### config.mk
export PLATFORM = sky130hd
export DESIGN_NAME = diff_adc_serial_readout
export DESIGN_NICKNAME = d
export VERILOG_FILES = /design/src/shared/adc_readout_pkg.sv /design/src/verilog/diff_adc_serial_readout.sv /design/src/verilog/adc_sample_fifo.sv
export SDC_FILE = /design/constraint.sdc
export NUM_CORES = 1
export LEC_CHECK = 0
export ABC_AREA = 1
export BUFFER_PORTS_ARGS = -buffer_cell sky130_fd_sc_hd__buf_4
export CORE_ASPECT_RATIO = 2
export CORE_MARGIN = 2
export CORE_UTILIZATION = 63
export DETAILED_ROUTE_END_ITERATION = 8
export GPL_TIMING_DRIVEN = 0
export PLACE_DENSITY = 0.83
export SYNTH_ARGS = -nofsm -noshare
export SYNTH_HDL_FRONTEND = slang
export SYNTH_HIERARCHICAL = 1
export SYNTH_SLANG_ARGS = --single-unit
export TNS_END_PERCENT = 50
### constraint.sdc
create_clock -name clk -period 4 [get_ports clk]
set_clock_uncertainty 0.15 [all_clocks]
set_input_delay 0.8 -clock clk [delete_from_list [all_inputs] [get_ports clk]]
set_output_delay 0.8 -clock clk [all_outputs]
set_load 0.01 [all_outputs]
### src/shared/adc_readout_pkg.sv
/*
 Shared constants and types for the differential converter serial readout.
 Assumes one 100 MHz system clock and a serial host that drives chip select and serial clock.
*/
`default_nettype none

package adc_readout_pkg;

	// ============================================================
	// Clocking and link timing
	localparam int CLK_MHZ        = 100;
	localparam int CLK_PERIOD_NS  = 10;
	localparam int SCLK_MIN_MHZ   = 8;
	localparam int SCLK_MAX_MHZ   = 16;
	localparam int SPS_MIN_KSPS   = 500;
	localparam int SPS_MAX_KSPS   = 1000;
	// Shortest serial clock phase in system cycles, rounded down
	localparam int SCLK_MIN_PHASE_CYC = CLK_MHZ / (2 * SCLK_MAX_MHZ);
	localparam int SYNC_STAGES    = 3;

	// ============================================================
	// Frame layout
	localparam int FRAME_BITS     = 16;
	localparam int NULL_BITS      = 4;
	localparam int RESULT_BITS    = 12;
	localparam int BUF_DEPTH      = 2;

	// ============================================================
	// Values after reset
	localparam logic        SDO_RESET    = 1'h0;
	localparam logic        SDO_OEN_RESET = 1'h1;
	localparam logic        PD_RESET     = 1'h1;
	localparam logic        CSN_RESET    = 1'h1;
	localparam logic        SCLK_RESET   = 1'h0;
	localparam logic [15:0] SHIFT_RESET  = 16'h0000;
	localparam logic [4:0]  BITCNT_RESET = 5'h00;
	localparam logic [3:0]  NULL_FIELD   = 4'h0;

	// ============================================================
	// Types
	typedef enum logic [1:0]
	{
		ST_IDLE  = 2'b00,
		ST_SHIFT = 2'b01,
		ST_DONE  = 2'b10
	} frameState_t;

	typedef struct packed
	{
		logic csN;
		logic sclk;
	} linkIn_t;

	typedef struct packed
	{
		logic sdo;
		logic sdoOeN;
	} linkOut_t;

endpackage

`default_nettype wire

### src/verilog/diff_adc_serial_readout.sv
/*
 Serial readout and conversion control of a 12-bit differential sampling converter.
 Assumes chip select and serial clock arrive from a host outside the clock domain,
 and that the converter core offers signed results with valid/ready.
*/
// How it works
// RULE1: Normal operation with chip select low, power-down output whenever it is high.
// RULE2: A falling chip select starts a new conversion frame.
// RULE3: Frame is sixteen bits: four nulls, then twelve result bits MSB first.
// RULE4: Output changes after serial clock falls; host samples on the next rise.
// RULE5: Serial clock edges pace the transfer and advance the conversion count.
// RULE6: Result bits are the signed differential value in two's complement.
// RULE7: Host keeps serial clock between 8 and 16 MHz.
// RULE8: Host keeps sample rate between 500 kSPS and 1 MSPS.
// RULE9: Host gives sixteen clocks per frame, then raises chip select.
// RULE10: Serial output is released while chip select is high.
`default_nettype none

module diff_adc_serial_readout
(
	input  wire logic                                  clk,
	input  wire logic                                  rst,
	input  wire adc_readout_pkg::linkIn_t              linkIn,
	output var  adc_readout_pkg::linkOut_t             linkOut,
	input  wire logic signed [adc_readout_pkg::RESULT_BITS-1:0] sampleData,
	input  wire logic                                  sampleValid,
	output var  logic                                  sampleReady,
	output var  logic                                  powerDown,
	output var  logic                                  frameBusy
);
	import adc_readout_pkg::*;

	// ============================================================
	// Elaboration check
	if (SCLK_MIN_PHASE_CYC < 2 || NULL_BITS + RESULT_BITS != FRAME_BITS)
	begin : g_badTiming
		$error("system clock too slow for the serial clock or frame layout wrong");
	end

	// ============================================================
	// Pin synchronisers
	linkIn_t     sync1Q;
	linkIn_t     sync2Q;
	linkIn_t     sync3Q;
	linkIn_t     stableQ;
	linkIn_t     stableD;
	logic        csFall;
	logic        csRise;
	logic        sclkFall;
	logic        sclkRise;

	// Three stages; a change counts once stages two and three agree
	always_comb
	begin
		stableD.csN  = (sync2Q.csN == sync3Q.csN) ? sync3Q.csN : stableQ.csN;
		stableD.sclk = (sync2Q.sclk == sync3Q.sclk) ? sync3Q.sclk : stableQ.sclk;
		csFall   = stableQ.csN & ~stableD.csN;
		csRise   = ~stableQ.csN & stableD.csN;
		sclkFall = stableQ.sclk & ~stableD.sclk;
		sclkRise = ~stableQ.sclk & stableD.sclk;
	end

	// Synchroniser registers
	always_ff @(posedge clk)
	begin
		if (rst)
		begin
			sync1Q  <= '{csN: CSN_RESET, sclk: SCLK_RESET};
			sync2Q  <= '{csN: CSN_RESET, sclk: SCLK_RESET};
			sync3Q  <= '{csN: CSN_RESET, sclk: SCLK_RESET};
			stableQ <= '{csN: CSN_RESET, sclk: SCLK_RESET};
		end
		else
		begin
			sync1Q  <= linkIn;
			sync2Q  <= sync1Q;
			sync3Q  <= sync2Q;
			stableQ <= stableD;
		end
	end

	// ============================================================
	// Result buffer
	logic [RESULT_BITS-1:0] bufData;
	logic                   bufValid;
	logic                   bufPop;

	adc_sample_fifo
	#(
		.WIDTH (RESULT_BITS),
		.DEPTH (BUF_DEPTH)
	)
	u_resultBuf
	(
		.clk      (clk),
		.rst      (rst),
		.inData   (sampleData),
		.inValid  (sampleValid),
		.inReady  (sampleReady),
		.outData  (bufData),
		.outValid (bufValid),
		.outReady (bufPop)
	);

	// ============================================================
	// Frame engine
	frameState_t stateQ;
	frameState_t stateD;
	logic [15:0] shiftQ;
	logic [15:0] shiftD;
	logic [4:0]  bitCntQ;
	logic [4:0]  bitCntD;
	linkOut_t    outQ;
	linkOut_t    outD;
	logic        pdQ;
	logic        pdD;

	assign linkOut   = outQ;
	assign powerDown = pdQ;

	// Next frame state from chip select and serial clock edges
	always_comb
	begin
		stateD = stateQ;
		shiftD = shiftQ;
		bitCntD = bitCntQ;
		outD   = outQ;
		bufPop = 1'b0;
		pdD    = stableD.csN; // RULE1
		if (csRise)
		begin
			stateD      = ST_IDLE;
			outD.sdo    = SDO_RESET;
			outD.sdoOeN = SDO_OEN_RESET; // RULE10
		end
		else
		begin
			unique case (stateQ)
				ST_IDLE:
				begin
					if (csFall) // RULE2
					begin
						stateD = ST_SHIFT;
						// Empty buffer sends a zero result rather than a stale one
						shiftD = {NULL_FIELD, bufValid ? bufData : 12'h000}; // RULE3 RULE6
						bufPop = bufValid;
						bitCntD = BITCNT_RESET;
						outD.sdo    = shiftD[FRAME_BITS-1];
						outD.sdoOeN = 1'b0;
					end
				end
				ST_SHIFT:
				begin
					if (sclkRise) // RULE5
					begin
						bitCntD = bitCntQ + 5'h01;
						if (bitCntQ == 5'(FRAME_BITS - 1))
						begin
							stateD = ST_DONE;
						end
					end
					if (sclkFall) // RULE4
					begin
						shiftD   = {shiftQ[14:0], 1'b0};
						outD.sdo = shiftQ[FRAME_BITS-2]; // RULE3
					end
				end
				ST_DONE:
				begin
					if (sclkFall)
					begin
						outD.sdo = 1'b0; // Trailing clocks shift out zeros
					end
				end
				default:
				begin
					stateD = ST_IDLE;
				end
			endcase
		end
	end

	// Frame registers
	always_ff @(posedge clk)
	begin
		if (rst)
		begin
			stateQ    <= ST_IDLE;
			shiftQ    <= SHIFT_RESET;
			bitCntQ   <= BITCNT_RESET;
			outQ      <= '{sdo: SDO_RESET, sdoOeN: SDO_OEN_RESET};
			pdQ       <= PD_RESET;
			frameBusy <= 1'b0;
		end
		else
		begin
			stateQ    <= stateD;
			shiftQ    <= shiftD;
			bitCntQ   <= bitCntD;
			outQ      <= outD;
			pdQ       <= pdD;
			frameBusy <= (stateD == ST_SHIFT);
		end
	end
endmodule

`default_nettype wire

### src/verilog/adc_sample_fifo.sv
/*
 Small valid/ready buffer for conversion results on their way to the serial frame.
 Assumes both sides run on the same clock; the drain side may stall at will.
*/
`default_nettype none

module adc_sample_fifo
#(
	parameter int WIDTH = 12,
	parameter int DEPTH = 2
)
(
	input  wire logic             clk,
	input  wire logic             rst,
	input  wire logic [WIDTH-1:0] inData,
	input  wire logic             inValid,
	output var  logic             inReady,
	output logic      [WIDTH-1:0] outData,
	output logic                  outValid,
	input  wire logic             outReady
);
	import adc_readout_pkg::*;

	localparam int PTR_W = (DEPTH > 1) ? $clog2(DEPTH) : 1;

	// ============================================================
	// Elaboration check
	if (DEPTH < 2 || (DEPTH & (DEPTH - 1)) != 0 || WIDTH < 1)
	begin : g_badParam
		$error("adc_sample_fifo needs a power-of-two depth of two or more");
	end

	// ============================================================
	// Storage and pointers
	logic [WIDTH-1:0] memQ     [DEPTH];
	logic [WIDTH-1:0] memD     [DEPTH];
	logic [PTR_W-1:0] wrPtrQ;
	logic [PTR_W-1:0] wrPtrD;
	logic [PTR_W-1:0] rdPtrQ;
	logic [PTR_W-1:0] rdPtrD;
	logic [PTR_W:0]   countQ;
	logic [PTR_W:0]   countD;
	logic             inReadyQ;
	logic             inReadyD;
	logic             push;
	logic             pop;

	assign inReady  = inReadyQ;
	assign outValid = (countQ != '0);
	assign outData  = memQ[rdPtrQ];

	// Next state: push when not full, pop when the frame takes a word
	always_comb
	begin
		push   = inValid & inReadyQ;
		pop    = outValid & outReady;
		memD   = memQ;
		wrPtrD = wrPtrQ;
		rdPtrD = rdPtrQ;
		countD = countQ;
		if (push)
		begin
			memD[wrPtrQ] = inData;
			wrPtrD       = wrPtrQ + 1'b1;
		end
		if (pop)
		begin
			rdPtrD = rdPtrQ + 1'b1;
		end
		case ({push, pop})
			2'b10:   countD = countQ + 1'b1;
			2'b01:   countD = countQ - 1'b1;
			default: countD = countQ;
		endcase
		inReadyD = (countD != (PTR_W+1)'(DEPTH)); // Honest full, registered
	end

	// Registers
	always_ff @(posedge clk)
	begin
		if (rst)
		begin
			wrPtrQ   <= '0;
			rdPtrQ   <= '0;
			countQ   <= '0;
			inReadyQ <= 1'b0;
		end
		else
		begin
			wrPtrQ   <= wrPtrD;
			rdPtrQ   <= rdPtrD;
			countQ   <= countD;
			inReadyQ <= inReadyD;
		end
		memQ <= memD;
	end

endmodule

`default_nettype wire

=== Word level (Yosys, flattened, before mapping) ===
Index checks and enable logic that the tools add are counted.

* Flip-flop bits (word level): 62
* Output and inout port bits: 5
* Logic and storage cells: 92
* Input bits: 17

* Bitwise logic cells: 13
* Eq/ne operators: 13
* Mux-type cells: 28
* Reductions and logical operators: 10
* Add/sub/neg operators: 5
* $lt $le $gt $ge: 3

{| class="wikitable"
|+ Operators with widths
! operator !! count
|-
| 12-bit two-way mux || 5
|-
| 15-bit two-way mux || 2
|-
| 15-bit case mux with 2 select lines || 1
|-
| 24-bit bitwise mux || 1
|-
| 12-bit demux with 1-bit select || 1
|-
| 4-bit AND reduction || 3
|-
| 2-bit two-way mux || 5
|-
| 5-bit two-way mux || 2
|-
| 2-bit inequality test, second input constant || 5
|-
| 5-bit case mux with 2 select lines || 1
|-
| 1-bit two-way mux || 7
|-
| 1-bit bitwise AND || 6
|-
| 2-bit by 1-bit == test with 1-bit output, second input constant || 3
|-
| 2-bit case mux with 3 select lines || 1
|-
| 5-bit by 1-bit adder with 5-bit output, second input constant || 1
|-
| 5-bit by 4-bit == test with 1-bit output, second input constant || 1
|-
| 1-bit inverter || 5
|-
| 2-bit == test, second input constant || 2
|-
| 2-bit greater-or-equal comparator, second input constant || 2
|-
| 1-bit inverter with 2-bit output || 2
|-
| 2-bit case mux with 2 select lines || 1
|-
| 2-bit nonzero test || 2
|-
| 1-bit case mux with 3 select lines || 1
|-
| 3-bit nonzero test || 1
|-
| other kinds (9) || 11
|}

=== Logic depth before layout (Yosys ltp) ===
* Word-level depth: 11
* Gate-level depth with buffers: 14

=== Cells and area by module ===
Netlist, hierarchy kept.

{| class="wikitable"
|+ By module, submodules not included
! module !! cells each !! seq. area each (µm²) !! instances !! area each (µm²)
|-
| diff_adc_serial_readout || 235 || 660.6 || 1 || 1596.5
|-
| adc_sample_fifo || 97 || 820.8 || 1 || 1108.6
|}

=== Worst setup path before layout ===
Ideal clock, no wire load.

* Path type: in2reg
* Start point: in sampleValid
* End point: reg u_resultBuf/memQ[0] (netlist name) (enable)
* Stages on the path: 2
* Library setup time: 0.382 ns
* Arrival time: 1.446 ns
* Setup slack: 2.022 ns
* Path through: nand2_1 nor2_1

* Word-level cells in the longest chain between the ends: 1

{| class="wikitable"
|+ Ends and longest elaborated chain
! what !! RTL line !! text
|-
| start, declared || diff_adc_serial_readout.sv:26 || <nowiki>input wire logic sampleValid,</nowiki>
|-
| 1-bit bitwise AND || adc_sample_fifo.sv:55 || <nowiki>push = inValid & inReadyQ;</nowiki>
|-
| end signal, assigned || adc_sample_fifo.sv:95 || <nowiki>memQ <= memD;</nowiki>
|-
| end, declared || adc_sample_fifo.sv:35 || <nowiki>logic [WIDTH-1:0] memQ [DEPTH];</nowiki>
|}

Every way passes these cells.
A chain may end at the register's enable or synchronous reset.

=== Final worst setup path ===
* Start point: reg u_resultBuf.countQ[0]
* End point: reg u_resultBuf.inReadyQ (netlist: u_resultBuf/inReady)

* Word-level cells in the longest chain between the ends: 8
* Elaborated cells on any way between the ends: 11
* Classes of those cells: add/sub (2); eq/ne (3); mux (4); bitwise (1); reduce/logical (1)

{| class="wikitable"
|+ Ends and longest elaborated chain
! what !! RTL line !! text
|-
| start, declared || adc_sample_fifo.sv:41 || <nowiki>logic [PTR_W:0] countQ;</nowiki>
|-
| start signal, assigned || adc_sample_fifo.sv:92 || <nowiki>countQ <= countD;</nowiki>
|-
| 2-bit nonzero test * || adc_sample_fifo.sv:49 || <nowiki>assign outValid = (countQ != '0);</nowiki>
|-
| via bufValid || diff_adc_serial_readout.sv:85 || <nowiki>logic bufValid;</nowiki>
|-
| 1-bit two-way mux * || diff_adc_serial_readout.sv:141 || <nowiki>if (csFall)</nowiki>
|-
| 1-bit two-way mux * || diff_adc_serial_readout.sv:138 || <nowiki>unique case (stateQ)</nowiki>
|-
| 1-bit two-way mux * || diff_adc_serial_readout.sv:130 || <nowiki>if (csRise)</nowiki>
|-
| via bufPop || diff_adc_serial_readout.sv:86 || <nowiki>logic bufPop;</nowiki>
|-
| 1-bit bitwise AND * || adc_sample_fifo.sv:56 || <nowiki>pop = outValid & outReady;</nowiki>
|-
| via u_resultBuf.pop || adc_sample_fifo.sv:46 || <nowiki>logic pop;</nowiki>
|-
| 2-bit by 1-bit == test with 1-bit output or 2-bit == test (tied branches) || adc_sample_fifo.sv:70 || <nowiki>case ({push, pop})</nowiki>
|-
| 2-bit case mux with 2 select lines * || adc_sample_fifo.sv:70 ||
|-
| 2-bit inequality test * || adc_sample_fifo.sv:75 || <nowiki>inReadyD = (countD != (PTR_W+1)'(DEPTH));</nowiki>
|-
| end signal, assigned || adc_sample_fifo.sv:93 || <nowiki>inReadyQ <= inReadyD;</nowiki>
|-
| end, declared || adc_sample_fifo.sv:43 || <nowiki>logic inReadyQ;</nowiki>
|}

Mark *: on every way through the listed nets, which the timed path passes. The rest lies on a longest branch.

==> results.tsv <==
metric	value	unit
worst r2r src	u_resultBuf/countQ[0]	
GRT Overall Usage	0.226	
Rows	33	
crit path DAT	2.22	ns
flop-to-flop setup slack	1.87	ns
synth unique cells	28	
vias in the first global route	2081	
post-CTS setup buffers	0	
Post-Layout Cell Count	421	
HP Class	reg -> reg	
outcome	completed	
top cells by area, synth	dfxtp_1, edfxtp_1, nand2_1, nor2_1, inv_1	
Synth top area share	0.281	
TritonCTS clock tree	yes	
Yosys warning count	6	
RSZ-0062 raised after global routing	no	
reg2reg path depth	12	
Die W	50.3	um
TNS Setup	0	ns
fill count	315	
final worst path period share	0.533	
vias	2066	
Yosys reg bits	62	
Ports	22	
largest net degree at the start of global routing	14	
post-route ant nets	0	
post-synth top area cell	dfxtp_1	
Final Max Tran Viols	0	
Place WS	1.71	ns
routed wire length	4700	um
gpl congestion	0.743	
first-pass GRT wire length	8340	um
CP required	4.09	ns
DR pass1 iterations	4	
PostCTS Resize Cnt	0	
Clock H-tree levels	3	
minimum clock period	2.13	ns
Layout area overhead	16.0	%
CTS Root Cell	clkbuf_8	
die area	0.00487	mm^2
initial drt markers	32	
Hold Fails Final Rpt	0	
clk slew on worst S/H paths	0.07	ns
clock sink count	62	
Hold Buf Count CTS	0	
layout cells sized above 1	0.163	
Max-Cap Viols	0	
fmax	469	MHz
Hold Path End	sync2Q[0]	
DRC Markers	0	
post-synthesis sequential area ratio	0.548	
Setup Viol. Count Final	0	
initial antenna violation count	0	
clk_lat worst skew	0.34	ns
Crit Path Max Fanout	10	
slew margin rel.	0.340	
Max IR drop VDD	0.000405	V
Mapped Cells	332	
P_leak	1.40	nW
WL/cell	11.2	um
Avg Cell Area, Syn	8.15	um^2
number of synthesized flops with an enable pin	24	
HPWL after DPL	3460	um
Register Area	0.00148	mm^2
Post-DP Area	0.00293	mm^2
I/O Buffers	21	
Via density	4.91	
nets	384	
CP startpoint kind	flop	
DP Cell Count	405	
Power Density	431	mW/mm^2
Commonest cells post-synth	nand2_1, nor2_1, inv_1, dfxtp_1, edfxtp_1	
actual slew at the worst max-slew pin	0.987	ns
Core Region	0.00413	mm^2
maximum buffer depth of the clock tree	2	
R2R Path End	u_resultBuf/inReady	
Inserted Diodes	0	
Hold Path Origin	sync1Q[0]	
setup slack after layout	1.87	ns
CP endpoint kind	flop	
grt ovf	0	
Starting Density	0.655	
multi-input logic area	975	um^2
post-synthesis cell area	0.00271	mm^2
TritonCTS Buffers	9	
Die Ht	96.7	um
kind of critical path	reg -> reg	
total power	1.35	mW
Syn Nets	352	
fin area	0.00314	mm^2
WHS Path Cells	2	
top-count cell post-synth	nand2_1	
Post-synth ARST share	0	
dominant register cell in the synthesized netlist	dfxtp_1	
## power breakdown
group | internal, mW | switching [mW]
registers | 0.683 | 0.00926
logic | 0.0363 | 0.0552
clock network | 0.338 | 0.231
total | 1.06 | 0.296
## layout make-up
type	count	share of cell area
clock inverter	3	0.0136
clock buffer	13	0.0538
sequential	62	0.472
buffer	11	0.0263
inverter	44	0.0530
timing repair buffer	21	0.0502
multi-input combinational	215	0.310
tap	52	0.0207
## cells by family after synthesis
kind of cell | share of synthesized area
buffers and inverters | 0.0920
AO/OA/AOI/OAI | 0.0578
adder cells (fa/ha/maj) | 0.0139
XOR/XNOR | 0.00324
flip-flops | 0.548
AND/OR/NAND/NOR | 0.285
## critical path: stages (launching register included)
cell      delay, ns
dfxtp_1        0.38
inv_2          0.05
nand2_2        0.11
clkbuf_1       0.38
inv_1          0.08
nor2_1         0.14
nand2_2        0.08
clkinv_2       0.05
ha_1           0.24
inv_1          0.09
nand4_1        0.12
nand3_1        0.10
nand2_1        0.06
## routing by layer
layer	part of all wire	wire [um]	vias to the layer above	GRT usage
met4	0.023	106	0	0.0998
met5	0	0	-	0
met3	0.032	148	8	0.0741
met1	0.38	1770	918	0.204
li1	-	-	1111	-
met2	0.57	2670	29	0.428
## stage by stage
step	hold WS, ns	util
2_1_floorplan	0.238	-
3_3_place_gp	0.246	0.709
3_5_place_dp	0.249	0.709
4_1_cts	0.260	0.760
5_1_grt	0.277	0.760
6_report	0.256	0.760
## cells in the final DEF, fill, tap and decap left out, types with 6 or more instances in the layout
master    instances
clkbuf_8         13
o21ai_0          11
edfxtp_1         24
buf_4            21
nand3_1          19
nor2_1           48
nand2_2           6
nand2_1          96
nand4_1           6
inv_1            41
dfxtp_1          38
a21oi_1          11
## state kept, by name (all words and copies together) (netlist names), 2 cells and up
register / flops
sync3Q: 2
sync1Q: 2
shiftQ: 15
linkOut: 2
u_resultBuf/countQ: 2
sync2Q: 2
bitCntQ: 5
stateQ: 2
u_resultBuf/memQ: 24
## worst max path at each step
stage | startpoint | cells after the start | endpoint | slack [ns]
floorplan | sampleValid | 2 | u_resultBuf/memQ[0] | 2.02
global placement | sampleValid | 3 | u_resultBuf/memQ[8] | 1.73
detailed placement | sampleValid | 3 | u_resultBuf/memQ[8] | 1.71
CTS | u_resultBuf/countQ[0] | 12 | u_resultBuf/inReady | 1.86
global route | u_resultBuf/countQ[0] | 12 | u_resultBuf/inReady | 1.67
finish | u_resultBuf/countQ[0] | 12 | u_resultBuf/inReady | 1.87
Note: power is estimated with default switching activity, not from simulation.
